===== config.mk =====
export PLATFORM = sky130hd
export DESIGN_NAME = dofb_display_out
export DESIGN_NICKNAME = d
export VERILOG_FILES = /design/src/hdl/dofb_pkg.sv /design/src/hdl/dofb_fifo.sv /design/src/hdl/dofb_fetch.sv /design/src/hdl/dofb_display_out.sv
export SDC_FILE = /design/constraint.sdc
export NUM_CORES = 1
export LEC_CHECK = 0
export BUFFER_PORTS_ARGS = -buffer_cell sky130_fd_sc_hd__buf_2
export CAP_MARGIN = 20
export CORE_ASPECT_RATIO = 0.6
export CORE_UTILIZATION = 57
export CTS_BUF_LIST = sky130_fd_sc_hd__clkbuf_4
export DETAILED_ROUTE_END_ITERATION = 8
export GPL_TIMING_DRIVEN = 1
export PLACE_DENSITY = 0.81
export SLEW_MARGIN = 40
export SYNTH_ARGS = -nofsm -noshare
export SYNTH_HDL_FRONTEND = slang
export SYNTH_SLANG_ARGS = --single-unit

===== constraint.sdc =====
create_clock -name clk -period 3.5 [get_ports clk]
set_input_delay 0.35 -clock clk [delete_from_list [all_inputs] [get_ports clk]]
set_output_delay 0.35 -clock clk [all_outputs]
set_load 0.01 [all_outputs]

===== src/hdl/dofb_pkg.sv =====
// Package: register map, field positions, reset values and types of the display output stage
`default_nettype none
package dofb_pkg;
  // Register byte offsets from the graphics register base
  localparam logic [15:0] OFF_OUT_CFG = 16'h830C;
  localparam logic [15:0] OFF_FB_START = 16'h8310;
  localparam logic [15:0] OFF_CB_START = 16'h8314;
  localparam logic [15:0] OFF_CUR_START = 16'h8318;
  localparam logic [15:0] OFF_VID_START = 16'h8320;
  localparam logic [15:0] OFF_LINE_DELTA = 16'h8324;
  localparam logic [15:0] OFF_BUF_SIZE = 16'h8328;
  localparam logic [15:0] OFF_STATUS = 16'h8330;
  // Output configuration field positions
  localparam int CFG_UPPER_BIT = 13;
  localparam int CFG_LOWER_BIT = 12;
  localparam int CFG_PCLK_BIT = 2;
  localparam int CFG_FMT_BIT = 1;
  localparam int CFG_DEPTH_BIT = 0;
  // Writable bits of each register; all others read as zero
  localparam logic [31:0] OUT_CFG_MASK = 32'h0000_3007;
  localparam logic [31:0] OFFSET_MASK = 32'h003F_FFFF;
  localparam logic [31:0] DELTA_MASK = 32'h007F_F7FF;
  localparam logic [31:0] BUF_SIZE_MASK = 32'h3FFF_FFFF;
  // Offset and address layout inside the 4 MB aperture
  localparam int APER_W = 22;
  localparam int ADDR_LSB = 4;
  localparam int PIXOFF_MSB = 3;
  localparam int BASE_W = 10;
  localparam int FB_DELTA_MSB = 10;
  localparam int FB_SIZE_MSB = 8;
  // Pixel bus layout
  localparam int PIX_W = 18;
  localparam int UPPER_LSB = 9;
  // Reset values
  localparam logic [31:0] OUT_CFG_RST = 32'h0000_0000;
  localparam logic [31:0] MEM_REG_RST = 32'h0000_0000;
  // Decoded output configuration
  typedef struct packed {
    logic upper_pixel_drive_en;
    logic lower_pixel_drive_en;
    logic pixel_clock_out_en;
    logic sixteen_bit_packing_sel;
    logic depth_8bpp;
  } dofb_cfg_t;
  // Memory read request toward the memory controller
  typedef struct packed {
    logic valid;
    logic [31:0] addr;
  } dofb_req_t;
  // Fetch engine states
  typedef enum logic [1:0] {
    F_IDLE = 2'b00,
    F_REQ = 2'b01,
    F_WAIT = 2'b10
  } dofb_fetch_t;
endpackage : dofb_pkg
`default_nettype wire


===== src/hdl/dofb_fifo.sv =====
// Module: parameterised word FIFO between memory fetch and pixel output
`default_nettype none
module dofb_fifo #(
  parameter int WIDTH = 32,
  parameter int DEPTH = 8
) (
  // Clock and reset
  input wire logic clk,
  input wire logic resetn,
  input wire logic flush,
  // Fill side
  input wire logic in_valid,
  output logic in_ready,
  input wire logic [WIDTH-1:0] in_data,
  // Drain side
  output logic out_valid,
  input wire logic out_ready,
  output logic [WIDTH-1:0] out_data
);
  localparam int AW = $clog2(DEPTH);
  if (DEPTH < 2 || (1 << AW) != DEPTH) begin : g_chk
    $error("dofb_fifo depth must be a power of two of at least 2");
  end
  logic [WIDTH-1:0] mem_reg [DEPTH];
  logic [AW-1:0] wr_ptr_reg;
  logic [AW-1:0] rd_ptr_reg;
  logic [AW:0] count_reg;
  logic push;
  logic pop;
  // Handshakes and honest full/empty
  assign in_ready = (count_reg != (AW+1)'(DEPTH));
  assign out_valid = (count_reg != '0);
  assign out_data = mem_reg[rd_ptr_reg];
  assign push = in_valid & in_ready;
  assign pop = out_valid & out_ready;
  // Storage
  always_ff @(posedge clk) begin
    if (push) begin
      mem_reg[wr_ptr_reg] <= in_data;
    end
  end
  // Pointers and fill count
  always_ff @(posedge clk or negedge resetn) begin
    if (!resetn) begin
      wr_ptr_reg <= '0;
      rd_ptr_reg <= '0;
      count_reg <= '0;
    end else if (flush) begin
      wr_ptr_reg <= '0;
      rd_ptr_reg <= '0;
      count_reg <= '0;
    end else begin
      wr_ptr_reg <= wr_ptr_reg + AW'(push);
      rd_ptr_reg <= rd_ptr_reg + AW'(pop);
      count_reg <= count_reg + (AW+1)'(push) - (AW+1)'(pop);
    end
  end
endmodule : dofb_fifo
`default_nettype wire


===== src/hdl/dofb_fetch.sv =====
// Module: line-by-line frame buffer fetch address generator
`default_nettype none
module dofb_fetch
  import dofb_pkg::*;
(
  // Clock and reset
  input wire logic clk,
  input wire logic resetn,
  // Scan events
  input wire logic frame_start,
  input wire logic line_start,
  // Programmed layout
  input wire logic [APER_W-1:ADDR_LSB] frame_addr,
  input wire logic [FB_DELTA_MSB:0] line_delta_dw,
  input wire logic [FB_SIZE_MSB:0] line_qwords,
  input wire logic [BASE_W-1:0] aperture_base_field,
  // Back-pressure and memory handshake
  input wire logic fifo_room,
  input wire logic mem_gnt,
  input wire logic mem_rvalid,
  output dofb_req_t req,
  output logic word_keep,
  output logic busy
);
  dofb_fetch_t state_reg;
  logic [APER_W-1:0] base_reg;
  logic [APER_W-1:0] cur_reg;
  logic [FB_SIZE_MSB+1:0] left_reg;
  logic first_reg;
  logic stale_reg;
  logic [APER_W-1:0] next_base;
  // Next line = previous line offset plus delta in DWORDs
  assign next_base = first_reg ? base_reg : base_reg + {9'h000, line_delta_dw, 2'b00};
  assign word_keep = mem_rvalid & ~stale_reg;
  assign busy = (state_reg != F_IDLE) | (left_reg != '0);
  // Line base tracking; address part applied at frame scan start
  always_ff @(posedge clk or negedge resetn) begin
    if (!resetn) begin
      base_reg <= '0;
      first_reg <= 1'b1;
    end else if (frame_start) begin
      base_reg <= {frame_addr, 4'h0};
      first_reg <= 1'b1;
    end else if (line_start) begin
      base_reg <= next_base;
      first_reg <= 1'b0;
    end
  end
  // Word address and words left in the line; offset wraps inside the aperture
  always_ff @(posedge clk or negedge resetn) begin
    if (!resetn) begin
      cur_reg <= '0;
      left_reg <= '0;
    end else if (line_start) begin
      cur_reg <= next_base;
      left_reg <= {line_qwords, 1'b0};
    end else if (state_reg == F_REQ && mem_gnt) begin
      cur_reg <= cur_reg + 22'h000004;
      left_reg <= left_reg - 10'h001;
    end
  end
  // Request sequencing, one word outstanding
  always_ff @(posedge clk or negedge resetn) begin
    if (!resetn) begin
      state_reg <= F_IDLE;
      req <= '0;
      stale_reg <= 1'b0;
    end else begin
      unique case (state_reg)
        F_IDLE: begin
          stale_reg <= 1'b0;
          if (!line_start && left_reg != '0 && fifo_room) begin
            state_reg <= F_REQ;
            req.valid <= 1'b1;
            req.addr <= {aperture_base_field, cur_reg};
          end
        end
        F_REQ: begin
          if (mem_gnt) begin
            state_reg <= F_WAIT;
            req.valid <= 1'b0;
            stale_reg <= line_start;
          end else if (line_start) begin
            state_reg <= F_IDLE;
            req.valid <= 1'b0;
          end
        end
        F_WAIT: begin
          if (mem_rvalid) begin
            state_reg <= F_IDLE;
          end else if (line_start) begin
            stale_reg <= 1'b1;
          end
        end
        default: begin
          state_reg <= F_IDLE;
          req.valid <= 1'b0;
        end
      endcase
    end
  end
endmodule : dofb_fetch
`default_nettype wire


===== src/hdl/dofb_display_out.sv =====
// Module: display output stage with frame buffer offset registers
`default_nettype none
module dofb_display_out
  import dofb_pkg::*;
#(
  parameter int FIFO_DEPTH = 8,
  parameter int FIFO_WIDTH = 32
) (
  // Clock and reset
  input wire logic clk,
  input wire logic resetn,
  // Register port
  input wire logic [15:0] reg_addr,
  input wire logic [31:0] reg_wdata,
  input wire logic reg_wr,
  input wire logic reg_rd,
  output logic [31:0] reg_rdata,
  // Scan timing from the timing generator
  input wire logic frame_start,
  input wire logic line_start,
  input wire logic display_active,
  // Aperture base from the memory controller
  input wire logic [BASE_W-1:0] aperture_base_field,
  // Memory read port
  output logic mem_req,
  output logic [31:0] mem_addr,
  input wire logic mem_gnt,
  input wire logic mem_rvalid,
  input wire logic [FIFO_WIDTH-1:0] mem_rdata,
  // Display pins
  output logic [PIX_W-1:0] pixel_data,
  output logic pixel_clk_out
);
  if (FIFO_WIDTH != 32) begin : g_chk_w
    $error("dofb_display_out packs pixels from 32-bit words only");
  end
  if (FIFO_DEPTH < 2) begin : g_chk_d
    $error("dofb_display_out needs a FIFO of at least two words");
  end

  // Register storage
  logic [31:0] out_cfg_reg;
  logic [31:0] fb_start_reg;
  logic [31:0] cb_start_reg;
  logic [31:0] cur_start_reg;
  logic [31:0] vid_start_reg;
  logic [31:0] line_delta_reg;
  logic [31:0] buf_size_reg;
  logic [APER_W-1:ADDR_LSB] fb_addr_act_reg;
  logic [APER_W-1:ADDR_LSB] frame_addr_sel;
  logic fb_pending_reg;
  logic [31:0] rdata_next;
  logic fb_wr;
  dofb_cfg_t cfg;

  // Pixel path state
  logic pclk_phase_reg;
  logic pixel_clk_reg;
  logic [PIX_W-1:0] pixel_reg;
  logic [31:0] word_reg;
  logic have_word_reg;
  logic [1:0] slot_reg;
  logic [3:0] skip_reg;
  logic advance;
  logic consume;
  logic last_slot;
  logic [15:0] pix16;
  logic [7:0] pix8;
  logic [PIX_W-1:0] pix_fmt;

  // Fetch and FIFO wiring
  dofb_req_t req;
  logic word_keep;
  logic fetch_busy;
  logic fifo_in_ready;
  logic fifo_out_valid;
  logic fifo_out_ready;
  logic [FIFO_WIDTH-1:0] fifo_out_data;

  // Expand one 16-bit pixel to the 18-bit bus in the selected packing
  function automatic logic [PIX_W-1:0] pack16(input logic [15:0] p, input logic fmt555);
    logic [PIX_W-1:0] r;
    r = '0;
    if (fmt555) begin
      r = {p[14:10], p[14], p[9:5], p[9], p[4:0], p[4]};
    end else begin
      r = {p[15:11], p[15], p[10:5], p[4:0], p[4]};
    end
    return r;
  endfunction : pack16

  // Apply the two pixel bus drive enables
  function automatic logic [PIX_W-1:0] drive_mask(input logic [PIX_W-1:0] d, input dofb_cfg_t c);
    logic [PIX_W-1:0] r;
    r = d;
    if (!c.upper_pixel_drive_en) begin
      r[PIX_W-1:UPPER_LSB] = '0;
    end
    if (!c.lower_pixel_drive_en) begin
      r[UPPER_LSB-1:0] = '0;
    end
    return r;
  endfunction : drive_mask

  // Decoded configuration bits
  assign cfg.upper_pixel_drive_en = out_cfg_reg[CFG_UPPER_BIT];
  assign cfg.lower_pixel_drive_en = out_cfg_reg[CFG_LOWER_BIT];
  assign cfg.pixel_clock_out_en = out_cfg_reg[CFG_PCLK_BIT];
  assign cfg.sixteen_bit_packing_sel = out_cfg_reg[CFG_FMT_BIT];
  assign cfg.depth_8bpp = out_cfg_reg[CFG_DEPTH_BIT];
  assign fb_wr = reg_wr && (reg_addr == OFF_FB_START);

  // Output configuration; reserved bits are dropped on write
  always_ff @(posedge clk or negedge resetn) begin
    if (!resetn) begin
      out_cfg_reg <= OUT_CFG_RST;
    end else if (reg_wr && reg_addr == OFF_OUT_CFG) begin
      out_cfg_reg <= reg_wdata & OUT_CFG_MASK;
    end
  end

  // Frame buffer start offset, bits 21:0 only
  always_ff @(posedge clk or negedge resetn) begin
    if (!resetn) begin
      fb_start_reg <= MEM_REG_RST;
    end else if (fb_wr) begin
      fb_start_reg <= reg_wdata & OFFSET_MASK;
    end
  end

  // Remaining memory organisation registers
  always_ff @(posedge clk or negedge resetn) begin
    if (!resetn) begin
      cb_start_reg <= MEM_REG_RST;
      cur_start_reg <= MEM_REG_RST;
      vid_start_reg <= MEM_REG_RST;
      line_delta_reg <= MEM_REG_RST;
      buf_size_reg <= MEM_REG_RST;
    end else if (reg_wr) begin
      unique case (reg_addr)
        OFF_CB_START: cb_start_reg <= reg_wdata & OFFSET_MASK;
        OFF_CUR_START: cur_start_reg <= reg_wdata & OFFSET_MASK;
        OFF_VID_START: vid_start_reg <= reg_wdata & OFFSET_MASK;
        OFF_LINE_DELTA: line_delta_reg <= reg_wdata & DELTA_MASK;
        OFF_BUF_SIZE: buf_size_reg <= reg_wdata & BUF_SIZE_MASK;
        default: begin
        end
      endcase
    end
  end

  // Pending address part: set by a nonzero write, consumed at frame start
  always_ff @(posedge clk or negedge resetn) begin
    if (!resetn) begin
      fb_pending_reg <= 1'b0;
    end else if (fb_wr && (reg_wdata & OFFSET_MASK) != 32'h0000_0000) begin
      fb_pending_reg <= 1'b1;
    end else if (frame_start) begin
      fb_pending_reg <= 1'b0;
    end
  end

  // Address part that the scan actually uses
  always_ff @(posedge clk or negedge resetn) begin
    if (!resetn) begin
      fb_addr_act_reg <= '0;
    end else if (frame_start && fb_pending_reg) begin
      fb_addr_act_reg <= fb_start_reg[APER_W-1:ADDR_LSB];
    end
  end

  // Fetch sees the pending address part in the very frame start that applies it
  assign frame_addr_sel = fb_pending_reg ? fb_start_reg[APER_W-1:ADDR_LSB] : fb_addr_act_reg;

  // Read decode; unmapped and reserved locations read zero
  always_comb begin
    rdata_next = 32'h0000_0000;
    unique case (reg_addr)
      OFF_OUT_CFG: rdata_next = out_cfg_reg;
      OFF_FB_START: rdata_next = fb_start_reg;
      OFF_CB_START: rdata_next = cb_start_reg;
      OFF_CUR_START: rdata_next = cur_start_reg;
      OFF_VID_START: rdata_next = vid_start_reg;
      OFF_LINE_DELTA: rdata_next = line_delta_reg;
      OFF_BUF_SIZE: rdata_next = buf_size_reg;
      OFF_STATUS: rdata_next = {8'h00, fetch_busy, fb_pending_reg, fb_addr_act_reg, 4'h0};
      default: rdata_next = 32'h0000_0000;
    endcase
  end

  // Read data stands for the one cycle after the strobe
  always_ff @(posedge clk or negedge resetn) begin
    if (!resetn) begin
      reg_rdata <= 32'h0000_0000;
    end else if (reg_rd) begin
      reg_rdata <= rdata_next;
    end else begin
      reg_rdata <= 32'h0000_0000;
    end
  end

  // Line fetch engine
  dofb_fetch u_fetch (
    .clk(clk),
    .resetn(resetn),
    .frame_start(frame_start),
    .line_start(line_start),
    .frame_addr(frame_addr_sel),
    .line_delta_dw(line_delta_reg[FB_DELTA_MSB:0]),
    .line_qwords(buf_size_reg[FB_SIZE_MSB:0]),
    .aperture_base_field(aperture_base_field),
    .fifo_room(fifo_in_ready),
    .mem_gnt(mem_gnt),
    .mem_rvalid(mem_rvalid),
    .req(req),
    .word_keep(word_keep),
    .busy(fetch_busy)
  );
  assign mem_req = req.valid;
  assign mem_addr = req.addr;

  // Pixel word FIFO, flushed at each line start
  dofb_fifo #(
    .WIDTH(FIFO_WIDTH),
    .DEPTH(FIFO_DEPTH)
  ) u_fifo (
    .clk(clk),
    .resetn(resetn),
    .flush(line_start),
    .in_valid(word_keep),
    .in_ready(fifo_in_ready),
    .in_data(mem_rdata),
    .out_valid(fifo_out_valid),
    .out_ready(fifo_out_ready),
    .out_data(fifo_out_data)
  );
  assign fifo_out_ready = ~have_word_reg & ~line_start;

  // Pixel clock: free divide by two, gated low when disabled
  always_ff @(posedge clk or negedge resetn) begin
    if (!resetn) begin
      pclk_phase_reg <= 1'b0;
      pixel_clk_reg <= 1'b0;
    end else begin
      pclk_phase_reg <= ~pclk_phase_reg;
      pixel_clk_reg <= ~pclk_phase_reg & cfg.pixel_clock_out_en;
    end
  end
  assign pixel_clk_out = pixel_clk_reg;

  // Pixel stepping: one pixel per pixel clock, extra pops while skipping
  assign advance = pclk_phase_reg & display_active;
  assign consume = have_word_reg & (advance | (skip_reg != 4'h0));
  assign last_slot = cfg.depth_8bpp ? (slot_reg == 2'b11) : (slot_reg == 2'b01);

  // Current word and slot within it
  always_ff @(posedge clk or negedge resetn) begin
    if (!resetn) begin
      word_reg <= 32'h0000_0000;
      have_word_reg <= 1'b0;
      slot_reg <= 2'b00;
    end else if (line_start) begin
      have_word_reg <= 1'b0;
      slot_reg <= 2'b00;
    end else if (!have_word_reg) begin
      if (fifo_out_valid) begin
        word_reg <= fifo_out_data;
        have_word_reg <= 1'b1;
        slot_reg <= 2'b00;
      end
    end else if (consume) begin
      have_word_reg <= ~last_slot;
      slot_reg <= slot_reg + 2'b01;
    end
  end

  // Pixel offset within the first fetch takes effect at the next line start, without waiting for frame start
  always_ff @(posedge clk or negedge resetn) begin
    if (!resetn) begin
      skip_reg <= 4'h0;
    end else if (line_start) begin
      if (cfg.depth_8bpp) begin
        skip_reg <= fb_start_reg[PIXOFF_MSB:0];
      end else begin
        skip_reg <= {1'b0, fb_start_reg[PIXOFF_MSB:1]};
      end
    end else if (consume && skip_reg != 4'h0) begin
      skip_reg <= skip_reg - 4'h1;
    end
  end

  // Select the pixel of the current slot
  assign pix16 = slot_reg[0] ? word_reg[31:16] : word_reg[15:0];
  always_comb begin
    unique case (slot_reg)
      2'b00: pix8 = word_reg[7:0];
      2'b01: pix8 = word_reg[15:8];
      2'b10: pix8 = word_reg[23:16];
      2'b11: pix8 = word_reg[31:24];
    endcase
  end

  // Format by depth; packing bit only counts in 16-bpp mode
  always_comb begin
    if (cfg.depth_8bpp) begin
      pix_fmt = {10'h000, pix8};
    end else begin
      pix_fmt = pack16(pix16, cfg.sixteen_bit_packing_sel);
    end
  end

  // Pixel bus register; low outside the active area or on underrun
  always_ff @(posedge clk or negedge resetn) begin
    if (!resetn) begin
      pixel_reg <= '0;
    end else if (!display_active) begin
      pixel_reg <= '0;
    end else if (advance) begin
      if (have_word_reg && skip_reg == 4'h0) begin
        pixel_reg <= drive_mask(pix_fmt, cfg);
      end else begin
        pixel_reg <= '0;
      end
    end else begin
      pixel_reg <= drive_mask(pixel_reg, cfg);
    end
  end
  assign pixel_data = pixel_reg;

endmodule : dofb_display_out
`default_nettype wire


Word level (Yosys, flattened, before mapping)
Memories as Yosys holds them, arrays and structs flattened. A register that Yosys moved wholly into a read port is not among the register bits. Index checks and enable logic that the tools add are counted.

Register bits: 324. Word-level logic and storage cells: 166. Bits in writable memories: 256. Memories: 1. Output and inout bits: 84. Bits of input ports: 99.

Bitwise operators: 15. Muxes and demuxes: 54. Add/sub/neg operators: 9. Reduce and logical (&&, ||, !) cells: 36. Equality and inequality tests: 23.

Memory list: u_fifo.mem_reg (depth 8, bits a word 32, rd ports 1, clocked after Yosys merged registers in 1, write ports 1, line dofb_fifo.sv:24) `logic [WIDTH-1:0] mem_reg [DEPTH];`.

Operator list (number): $pmux 30 s8 (1); $eq 16x16->1 const B (8); $mux 22 (5); $mux 18 (6); $mux 9 (4); $mux 33 (1); $mux 32 (1); $pmux 8 s4 (1); $reduce_bool 32->1 (1); $add 22x13->22 (1); $add 22x3->22 const B (1); $mux 10 (2); $mux 16 (1); $mux 2 (8); $mux 4 (4); $mux 1 (15); $reduce_and 2->1 (7); $reduce_bool 10->1 (1); $reduce_bool 2->1 (5); $sub 10x1->10 const B (1); $logic_and 1x1->1 (9); $ne 3x2->1 const B (3); $reduce_and 3->1 (3); $ne 2x2->1 const B (4); 22 further kinds (44).

Depth between registers and ports, before layout
Gate-level depths: netlist of the first run.

Word-level depth: 7. Gate-level depth with buffers: 13. Gate-level depth less buffers: 11.

By module
Synthesis of the first run repeated with hierarchy kept, for this count alone.

Cell total of the unflattened synthesis: 1759. Area, all modules: 26653.1 µm².

Modules (own cells, without submodules): dofb_display_out (area an instance 11273.3 µm², cells an instance 829, times used 1, seq. area each 6306.0 µm²); dofb_fifo (area an instance 10440.0 µm², cells an instance 434, times used 1, seq. area each 7937.6 µm²); dofb_fetch (area an instance 4939.7 µm², cells an instance 496, times used 1, seq. area each 2128.3 µm²).

Worst setup path before layout of the first run
Ideal clock, no wire load.

Path type: register to register. From: register u_fifo.count_reg[2]. To: memory u_fifo.mem_reg[1][0] (enable). Required time: 3.039 ns. Arrival: 3.339 ns. Setup time: 0.461 ns. Setup slack: -0.300 ns. Cell stages (with the launch flop): 7. Path through: dfrtp_1 -> inv_1 -> ha_1 -> and2_1 -> nor3_1 -> nand2_1 -> nor3_1.

Cells in the longest elaborated chain, start to end: 4.

Ends and longest elaborated chain: start, declared (line dofb_fifo.sv:27) `logic [AW:0] count_reg;`; start signal, assigned (line dofb_fifo.sv:55) `count_reg <= count_reg + (AW+1)'(push) - (AW+1)'(pop);`; $ne 4x4->1 (line dofb_fifo.sv:31) `assign in_ready = (count_reg != (AW+1)'(DEPTH));`; $and 1x1->1 (line dofb_fifo.sv:34) `assign push = in_valid & in_ready;`; $mux 1 (line dofb_fifo.sv:38) `if (push) begin`; $mux 1 (not written as such) (line dofb_fifo.sv:39) `mem_reg[wr_ptr_reg] <= in_data;`; end, declared (line dofb_fifo.sv:24).

No other way between the ends.

Worst setup path after layout of the first run
From: register line_delta_reg[0]. To: register u_fetch.base_reg[20].

Cells in the longest elaborated chain, start to end: 4.

Ends and longest elaborated chain: start, declared (line dofb_display_out.sv:47) `logic [31:0] line_delta_reg;`; start signal, assigned (line dofb_display_out.sv:144) `OFF_LINE_DELTA: line_delta_reg <= reg_wdata & DELTA_MASK;`; $add 22x13->22 (line dofb_fetch.sv:33) `assign next_base = first_reg ? base_reg : base_reg + {9'h000, line_delta_dw, 2'b00};`; $mux 22 (line dofb_fetch.sv:33); $mux 22 (line dofb_fetch.sv:44) `end else if (line_start) begin`; $mux 22 (line dofb_fetch.sv:41) `end else if (frame_start) begin`; end signal, assigned (line dofb_fetch.sv:42) `base_reg <= {frame_addr, 4'h0};`; end signal, assigned (line dofb_fetch.sv:45) `base_reg <= next_base;`; end, declared (line dofb_fetch.sv:26) `logic [APER_W-1:0] base_reg;`.

No other way between the ends. The select of a mux whose other input is x is not followed. A chain may end at the register's enable or synchronous reset.

==> results.json, run 1 <==
{
  "clock_latency_ns": 0.86,
  "hold_violations": 0,
  "ys.flop_type": "dfrtp_1",
  "end_kind": "flop",
  "dr.pass1.iters": 7,
  "fp.dieW_um": 277,
  "largest_reg_flops": 256,
  "wl_per_cell_um": 22.6,
  "finClkSkew_ns": 0.0504,
  "synth_cells": 1807,
  "post-cts-setup-buffers": 0,
  "wl_um": 64400,
  "setup-tns-final_ns": 0,
  "post-dp-hpwl_um": 40600,
  "ios": 183,
  "period_share_pct": 84.4,
  "maxCapViolations": 0,
  "initial_core_util_pct": 57.9,
  "critPathKind": "reg2reg",
  "crit_fanout": 10,
  "slew_headroom_pct": 41.2,
  "clk_pin_slew_ns": 0.09,
  "grt_max_degree": 110,
  "vias_per_cell": 6.00,
  "hold_class": "in2reg",
  "p_leak_nw": 12.7,
  "ctsLongestPathBuffers": 3,
  "slew_violations": 0,
  "synth-edff-count": 256,
  "cts_buffers": 140,
  "avgSynthCellArea_um2": 14.4,
  "placed_cells": 2515,
  "place_congestion": 0.925,
  "placed_area_um2": 27600,
  "ir_drop_uv": 425,
  "syn2layout_area_growth_pct": 17.0,
  "die_area_um2": 46400,
  "io_buffers": 176,
  "crit_start": "line_delta_reg[0]",
  "track_usage_pct": 28.3,
  "cts_resized": 0,
  "cts_tree": "done",
  "vias": 17100,
  "drt_iter0_drc": 1529,
  "rsz0062_at_grt": "false",
  "ys_seq_elements": 603,
  "cts_root_buf": "clkbuf_4",
  "finalNetCount": 2287,
  "final_area_um2": 30400,
  "ctsHoldBuffers": 83,
  "crit_arrival_ns": 3.64,
  "ant_nets": 0,
  "syn-cell-area_um2": 25900,
  "ys_warn_count": 0,
  "worst_slew_pin_slew_ns": 0.882,
  "outcome": "completed",
  "drive_gt1_share_pct": 29.7,
  "finalCriticalPeriod_ns": 2.95,
  "timing.fmax_mhz": 339,
  "grt_pass1_wl_um": 100000,
  "r2r_start": "line_delta_reg[0]",
  "synth_cell_types": 68,
  "grt_pass1_vias": 17500,
  "ys_seq_area_share_pct": 63.1,
  "crit_path_start_kind": "flop",
  "core_um2": 44800,
  "drc_errors": 0,
  "htreeDepth": 4,
  "cts.sinks": 603,
  "hold_start": "reg_addr[3]",
  "p_per_area_nw_per_um2": 596,
  "rows": 60,
  "gr-total-overflow": 0,
  "fillCellCount": 2993,
  "cp.required_ns": 4.19,
  "setup-violations-final": 0,
  "antenna_found_initial": 5,
  "post-route-util_pct": 67.7,
  "die_h_um": 167,
  "async_reset_ff_share_pct": 57.5,
  "layout.cells.non_filler": 2854
}
stage by stage:
step / power (W) / setup WS [ns] / hold slack (ns)
final: 0.0181 / 0.547 / 0.0966
after global routing: 0.0190 / 0.399 / 0.0593
after CTS: 0.0182 / 0.625 / 0.0143
after detailed placement: 0.0122 / 0.627 / 0.462
after global placement: 0.0121 / 0.626 / 0.453
after floorplan: 0.0110 / 0.554 / 0.0544
kinds of logic after synthesis:
logic type | synth area share (%)
muxes | 16.8
DFF | 63.1
other | 0.0145
AOI/OAI and AO/OA | 7.49
buffers and inverters | 2.39
adders and majority gates | 1.78
xor gates and xnor gates | 1.62
and+or+nand+nor | 6.83
path summary, 6_finish.rpt:
path	to	slack [ns]	cells after the start
setup / recovery	u_fetch.base_reg[20]	0.55	8
hold / removal	reg_rdata[15]	0.1	4
setup reg to reg	u_fetch.base_reg[20]	0.55	8
hold reg to reg	pixel_data[2]	0.49	2
max in group asynchronous	reg_rdata[16]	1.88	5
min in group asynchronous	buf_size_reg[9]	0.50	3
report_power, final:
group | leakage [nW] | switching, W | internal [W]
registers | 6.92 | 0.000568 | 0.00817
clock network | 1.11 | 0.00285 | 0.00302
logic | 4.72 | 0.00188 | 0.00160
synth_stat cells, types with 11 or more instances:
| master | instances | area [um2] |
|---|---|---|
| dfrtp_1 | 346 | 8660 |
| edfxtp_1 | 256 | 7690 |
| mux2_2 | 130 | 1460 |
| nand2_1 | 111 | 417 |
| nor2_1 | 99 | 372 |
| a21oi_1 | 85 | 425 |
| mux2_1 | 72 | 811 |
| mux4_2 | 64 | 1440 |
| mux2i_1 | 63 | 631 |
| clkbuf_1 | 53 | 199 |
| o21ai_0 | 47 | 235 |
| a22oi_1 | 37 | 278 |
| a31oi_1 | 36 | 225 |
| ha_1 | 33 | 413 |
| xnor2_1 | 33 | 289 |
| inv_1 | 26 | 97.6 |
| nor2b_1 | 23 | 144 |
| buf_2 | 21 | 105 |
| and3_1 | 18 | 113 |
| nor3_1 | 17 | 85.1 |
| nand3_1 | 15 | 75.1 |
| xor2_1 | 15 | 131 |
| buf_4 | 14 | 105 |
| buf_1 | 13 | 48.8 |
| nand4_1 | 13 | 81.3 |
| a211oi_1 | 12 | 90.1 |
| a22o_1 | 12 | 105 |
| nand2b_1 | 12 | 75.1 |
| a222oi_1 | 11 | 110 |
layout by cell type (no fill, tap or decap), types with 18 or more instances in the layout:
cell           instances
a22oi_1               37
and3_1                18
dlygate4sd3_1         84
mux2_2               130
buf_4                 38
a31oi_1               36
xnor2_1               33
edfxtp_1             256
nor2_1                93
mux2i_1               63
clkbuf_4             211
clkinv_1              21
inv_1                 26
nand2_1              111
buf_2                174
o21ai_0               47
ha_1                  33
nor2b_1               22
mux4_2                64
dfrtp_1              343
mux2_1                72
a21oi_1               85
critical path: stages, from the launching register on:
cell,delay (ns)
dfrtp_1,0.50
ha_1,0.29
fa_1,0.41
a21o_1,0.19
a221oi_1,0.50
o2111a_1,0.52
nand3b_1,0.18
xor2_1,0.16
a21oi_1,0.08
metal layers:
layer	share of wire (%)	GRT usage, %	vias to the layer above
li1	-	-	7594
met1	44	41.8	8539
met2	43	40.0	864
met3	10	8.30	118
met4	2.4	9.90	4
met5	0.031	0	-
cell type report:
class,count,area [um2],area share (%)
antenna,3,7.51,0.0247
clock buffer,211,1580,5.22
clock inverter,40,287,0.944
inverter,26,97.6,0.321
multi-input combinational,1075,9040,29.8
sequential,603,16400,54.0
tap,589,737,2.43
timing repair buffer,307,2220,7.31
No activity file was read; power rests on OpenSTA's default activity.
==> run 2, diff against run 1 <==
ABC_AREA = 1   (was unset)
CORE_UTILIZATION = 63   (was 57)
PLACE_DENSITY = 0.85   (was 0.81)
clock period = 3 ns   (was 3.5 ns; I/O delays follow)
==> run 2 against run 1 <==
  * Cell area grew 3.7%
  * Critical path type is now in2reg
  * Clock power grew 17%
  * Sequential share of layout area shrank 2.0 points
==> results.json, run 2 <==
{
  "ios": 183,
  "avgSynthCellArea_um2": 9.40,
  "finalNetCount": 3337,
  "vias": 23200,
  "final_common_cell": "nand2_1",
  "ys_warn_count": 0,
  "synth.largest_area_cell": "dfrtp_1",
  "setup-tns-final_ns": 0,
  "crit_arrival_ns": 3.65,
  "maxCapViolations": 0,
  "ys_seq_area_share_pct": 60.5,
  "grt_max_degree": 78,
  "p_leak_nw": 13.7,
  "synth_cells": 2878,
  "async_reset_ff_share_pct": 57.5,
  "die_area_um2": 43800,
  "mostFrequentLayoutCells": "nand2_1 (556), o21ai_0 (401), nor2_1 (398)",
  "wl_per_cell_um": 20.3,
  "clock_latency_ns": 0.91,
  "yosysMostFrequentCell": "nand2_1",
  "post-dp-hpwl_um": 49800,
  "ctsLongestPathBuffers": 3,
  "dr.pass1.iters": 8,
  "rsz0062_at_grt": "false",
  "antenna_found_initial": 3,
  "cts_buffers": 139,
  "layout.cells.non_filler": 3888,
  "post-route-util_pct": 74.8,
  "cp_slowest_cell": "dlygate4sd3_1",
  "finClkSkew_ns": 0.0896,
  "drc_errors": 0,
  "timing.fmax_mhz": 348,
  "cp_top_family": "buffers and inverters",
  "largest_reg_flops": 256,
  "drt_iter0_drc": 3188,
  "ir_drop_uv": 460,
  "ys.flop_type": "dfrtp_1",
  "multi_input_area_um2": 9070,
  "cts_root_buf": "clkbuf_4",
  "path_buf_inv": 6,
  "hold_class": "in2async",
  "placed_cells": 3540,
  "grt_pass1_wl_um": 124000,
  "cts.sinks": 603,
  "core_um2": 42100,
  "synth_cell_types": 58,
  "vias_per_cell": 5.96,
  "crit_start": "reg_wdata[18]",
  "crit_top_cell": "dlygate4sd3_1",
  "drive_gt1_share_pct": 15.8,
  "synth_common_cells": "nand2_1 (556), nor2_1 (407), o21ai_0 (401)",
  "htreeDepth": 4,
  "setup-violations-final": 0,
  "track_usage_pct": 36.7,
  "max_stage_delay_ns": 0.59,
  "ys_seq_elements": 603,
  "initial_core_util_pct": 64.3,
  "slew_violations": 0,
  "synth-edff-count": 256,
  "end_kind": "flop",
  "grt_pass1_vias": 22500,
  "period_share_pct": 95.8,
  "r2r_start": "u_fetch.left_reg[4]",
  "fillCellCount": 2853,
  "die_h_um": 162,
  "path_cells": "dlygate4sd3_1, buf_2, inv_1, nand4_1, nor3_1, nand4_1, dlygate4sd3_1, nand3_1, dlygate4sd3_1, o21ai_0, dlygate4sd3_1",
  "wl_um": 79100,
  "gr-total-overflow": 0,
  "crit_path_start_kind": "input pin",
  "ant_nets": 0,
  "worst_slew_pin_slew_ns": 0.829,
  "critPathKind": "in2reg",
  "crit_fanout": 7,
  "cp.required_ns": 3.77,
  "rows": 58,
  "cts_tree": "done",
  "clk_pin_slew_ns": 0.07,
  "place_congestion": 0.996,
  "syn-cell-area_um2": 27000,
  "seqCellArea_um2": 16400,
  "io_buffers": 176,
  "synth.area.top_cells": "dfrtp_1 (32%), edfxtp_1 (28%), nand2_1 (7.7%)",
  "fp.dieW_um": 269,
  "outcome": "completed",
  "slew_headroom_pct": 44.6,
  "hold_violations": 0,
  "syn2layout_area_growth_pct": 16.5,
  "synth_top_area_share_pct": 32.0,
  "p_per_area_nw_per_um2": 697,
  "finalCriticalPeriod_ns": 2.88
}
run 2: changes by cell type in the layout (fill, tap and decap cells not counted), sizes merged, moves of 31 or more:
| cell | delta |
|---|---|
| o22ai | +46 |
| mux2 | -202 |
| mux4 | -64 |
| nand3 | +92 |
| mux2i | -60 |
| nor2 | +331 |
| o221ai | +31 |
| nand2 | +451 |
| inv | +259 |
| o21ai | +369 |
run 2: logic make-up after synthesis:
kind of cell,Yosys count,share of synthesized area [%]
buffers and inverters,431,6.25
AO/OA/AOI/OAI,629,13.0
flip-flops,603,60.5
adder cells (fa/ha/maj),35,1.67
XOR/XNOR,18,0.583
multiplexers,3,0.111
other,1,0.0139
AND/OR/NAND/NOR,1158,17.8
run 2: timing repair:
action,in CTS,in global routing
resized for setup,0,0
hold buffers,92,0
endpoints found under the hold margin,687,0
buffers inserted,0,0
run 2: final timing paths:
path                                    to  slack [ns]  cells after the start
max                         fb_pending_reg        0.12                     11
min                        u_fetch.req[22]        0.04                      2
max reg2reg                  reg_rdata[23]        0.34                      7
min reg2reg                  pixel_clk_out        0.47                      1
max in group asynchronous    reg_rdata[25]        2.05                      3
min in group clk              reg_rdata[7]        0.06                      6
run 2: power breakdown:
part           total (W)  internal, W  switching, W
Sequential        0.0101      0.00949      0.000592
Combinational    0.00503      0.00158       0.00344
Clock            0.00685      0.00343       0.00342
Total             0.0220       0.0145       0.00745
run 2: final cells by class:
cell class,count,share of cell area [%]
Inverter,293,3.50
Sequential cell,603,52.0
Antenna cell,3,0.0238
Tap cell,570,2.26
Timing Repair Buffer,319,7.52
Multi-Input combinational cell,1847,28.8
Clock buffer,218,5.20
Clock inverter,35,0.679
run 2: stage by stage:
step           worst slack, ns  hold slack (ns)  instance area, um2  total power [W]
2_1_floorplan           0.0825          0.00441               27100           0.0131
3_3_place_gp             0.612            0.325               28700           0.0146
3_5_place_dp             0.570            0.335               28700           0.0150
4_1_cts                  0.291          0.00518               31500           0.0218
5_1_grt                 0.0744           0.0809               31500           0.0230
6_report                 0.125           0.0398               31500           0.0220
run 2: worst register-to-register path: stages (launching register included):
cell and delay (ns):
dfrtp_1 0.38, inv_1 0.15, nand4_1 0.21, nor2_1 0.20, nand4_1 0.26, nor2_1 0.59
o21ai_0 0.18, dlygate4sd3_1 0.58
run 2: layer usage:
layer  global-route usage [%]  share of wire (%)
met1                     52.8                 40
met2                     53.5                 44
met3                     10.9                 14
met4                     12.7                2.4
met5                        0                  0
==> run 3, diff against run 2 <==
CORE_UTILIZATION = 30   (was 63)
PLACE_DENSITY = 0.44   (was 0.85)
clock period = 2.3 ns   (was 3 ns; I/O delays follow)
==> run 3 against run 2 <==
  * Die area rose by 110%
  * Via count decreased by 3.3%
  * Total power increased by 34%
  * Global-route usage shrank 17 points
  * Critical endpoint is now buf_size_reg[28]
==> results.json, run 3 (synthesis results as in run 2) <==
{
  "worstHoldPathCells": 4,
  "post-dp-hpwl_um": 58400,
  "switching_share_pct": 33.5,
  "placed_area_um2": 30000,
  "vias": 22400,
  "period_share_pct": 94.2,
  "finClkSkew_ns": 0.0623,
  "r2r_end": "reg_rdata[23]",
  "grt_pass1_vias": 22000,
  "die_h_um": 235,
  "slew_violations": 0,
  "p_per_area_nw_per_um2": 870,
  "cp.required_ns": 3.30,
  "wl_um": 89600,
  "r2r_start": "u_fetch.left_reg[4]",
  "ios": 183,
  "wl_per_cell_um": 19.1,
  "ir_drop_uv": 438,
  "power_switching_w": 0.00988,
  "final_common_cell": "nand2_1",
  "track_usage_pct": 19.8,
  "crit_start": "reg_addr[6]",
  "rrSetupSlack_ns": 0.14,
  "rr_worst_depth": 8,
  "dr.pass1.iters": 7,
  "cts_buffers": 151,
  "cts_root_buf": "clkbuf_4",
  "combPwrFrac_pct": 23.2,
  "clock_latency_ns": 1.08,
  "hold_ws_ns": 0.149,
  "fin_total_pwr_w": 0.0295,
  "vias_per_cell": 4.79,
  "multi_input_area_um2": 9130,
  "mostFrequentLayoutCells": "nand2_1 (553), o21ai_0 (400), nor2_1 (397)",
  "slew_headroom_pct": 52.0,
  "maxCapViolations": 0,
  "outcome": "completed",
  "p_leak_nw": 14.5,
  "core_um2": 88400,
  "grt_max_degree": 67,
  "place_congestion": 0.849,
  "largest_reg_flops": 256,
  "die_area_um2": 91400,
  "syn2layout_area_growth_pct": 25.5,
  "gr-total-overflow": 0,
  "setup-violations-final": 0,
  "fp.dieW_um": 390,
  "ant_nets": 0,
  "hold_class": "in2reg",
  "drc_errors": 0,
  "fillCellCount": 8856,
  "htreeDepth": 4,
  "drive_gt1_share_pct": 17.2,
  "worst_slew_pin_slew_ns": 0.716,
  "io_buffers": 176,
  "ctsLongestPathBuffers": 3,
  "p_int_w": 0.0196,
  "crit_fanout": 13,
  "clockPowerShare_pct": 32.2,
  "finalCriticalPeriod_ns": 2.17,
  "crit_arrival_ns": 3.17,
  "clk_pin_slew_ns": 0.07,
  "cp-endpoint": "buf_size_reg[28]",
  "timing.fmax_mhz": 462,
  "hold_violations": 0,
  "initial_core_util_pct": 30.6,
  "rsz0062_at_grt": "true",
  "finalNetCount": 3488,
  "p_seq_share_pct": 44.6,
  "critPathKind": "in2reg",
  "drt_iter0_drc": 1602,
  "end_kind": "flop",
  "grt_pass1_wl_um": 135000,
  "final_area_um2": 33900,
  "antenna_found_initial": 7,
  "cts.sinks": 603,
  "rows": 84,
  "crit_path_start_kind": "input pin",
  "cts_tree": "done",
  "seqCellArea_um2": 16400
}
-- run 3: per-layer routing --
layer / routed length [um] / global-route usage, %
met1: 44700 / 29.4
met2: 35400 / 26.9
met3: 7690 / 6.12
met4: 1690 / 6.88
met5: 109 / 0
-- run 3: layout make-up --
type / count / share of cell area, %
repair buffers: 458 / 11.2
well taps: 1204 / 4.44
multi-input cells: 1847 / 26.9
clock buffers: 221 / 4.89
diodes: 6 / 0.0442
inverters: 293 / 3.28
flip-flops and latches: 603 / 48.3
clock inverters: 52 / 0.962
-- run 3: what timing repair did --
| action | CTS | global route |
|---|---|---|
| setup endpoints to repair | 0 | 40 |
| gates resized for setup | 0 | 25 |
| buffers inserted | 0 | 3 |
| hold endpoints to repair | 927 | 0 |
| hold buffers | 178 | 0 |
-- run 3: how the worst min path moves through the flow --
| stage | end | start |
|---|---|---|
| after floorplan | buf_size_reg[0] | resetn |
| after global placement | u_fetch.base_reg[19] | resetn |
| after detailed placement | u_fetch.base_reg[19] | resetn |
| after CTS | line_delta_reg[5] | reg_wdata[5] |
| after global routing | cb_start_reg[5] | reg_wdata[5] |
| final | line_delta_reg[5] | reg_wdata[5] |
-- run 3: through the flow --
step | util, % | cells | worst slack, ns | setup TNS, ns
2_1_floorplan | - | 2881 | -0.146 | -37.42
3_3_place_gp | 33.9 | 4224 | 0.111 | 0
3_5_place_dp | 33.9 | 4224 | 0.0807 | 0
4_1_cts | 38.2 | 4675 | 0.0356 | 0
5_1_grt | 38.4 | 4680 | -0.0297 | -0.0445
6_report | 38.4 | 4684 | 0.134 | 0
-- run 3: critical path, cell delays in order --
cell	delay, ns
dlygate4sd3_1	0.53
buf_2	0.12
inv_1	0.08
nand2_2	0.11
nor3_4	0.21
buf_4	0.16
nand4_4	0.10
clkinv_2	0.27
nand3_1	0.13
dlygate4sd3_1	0.60
nand2_1	0.08
dlygate4sd3_1	0.55
-- run 3: power by group through the flow --
stage | combinational [W] | clock, W | sequential [W]
4_1_cts | 0.00688 | 0.00988 | 0.0131
3_3_place_gp | 0.00650 | 0 | 0.0133
2_1_floorplan | 0.00391 | 0 | 0.0132
5_1_grt | 0.00772 | 0.0104 | 0.0133
3_5_place_dp | 0.00661 | 0 | 0.0134
6_report | 0.00684 | 0.00951 | 0.0132
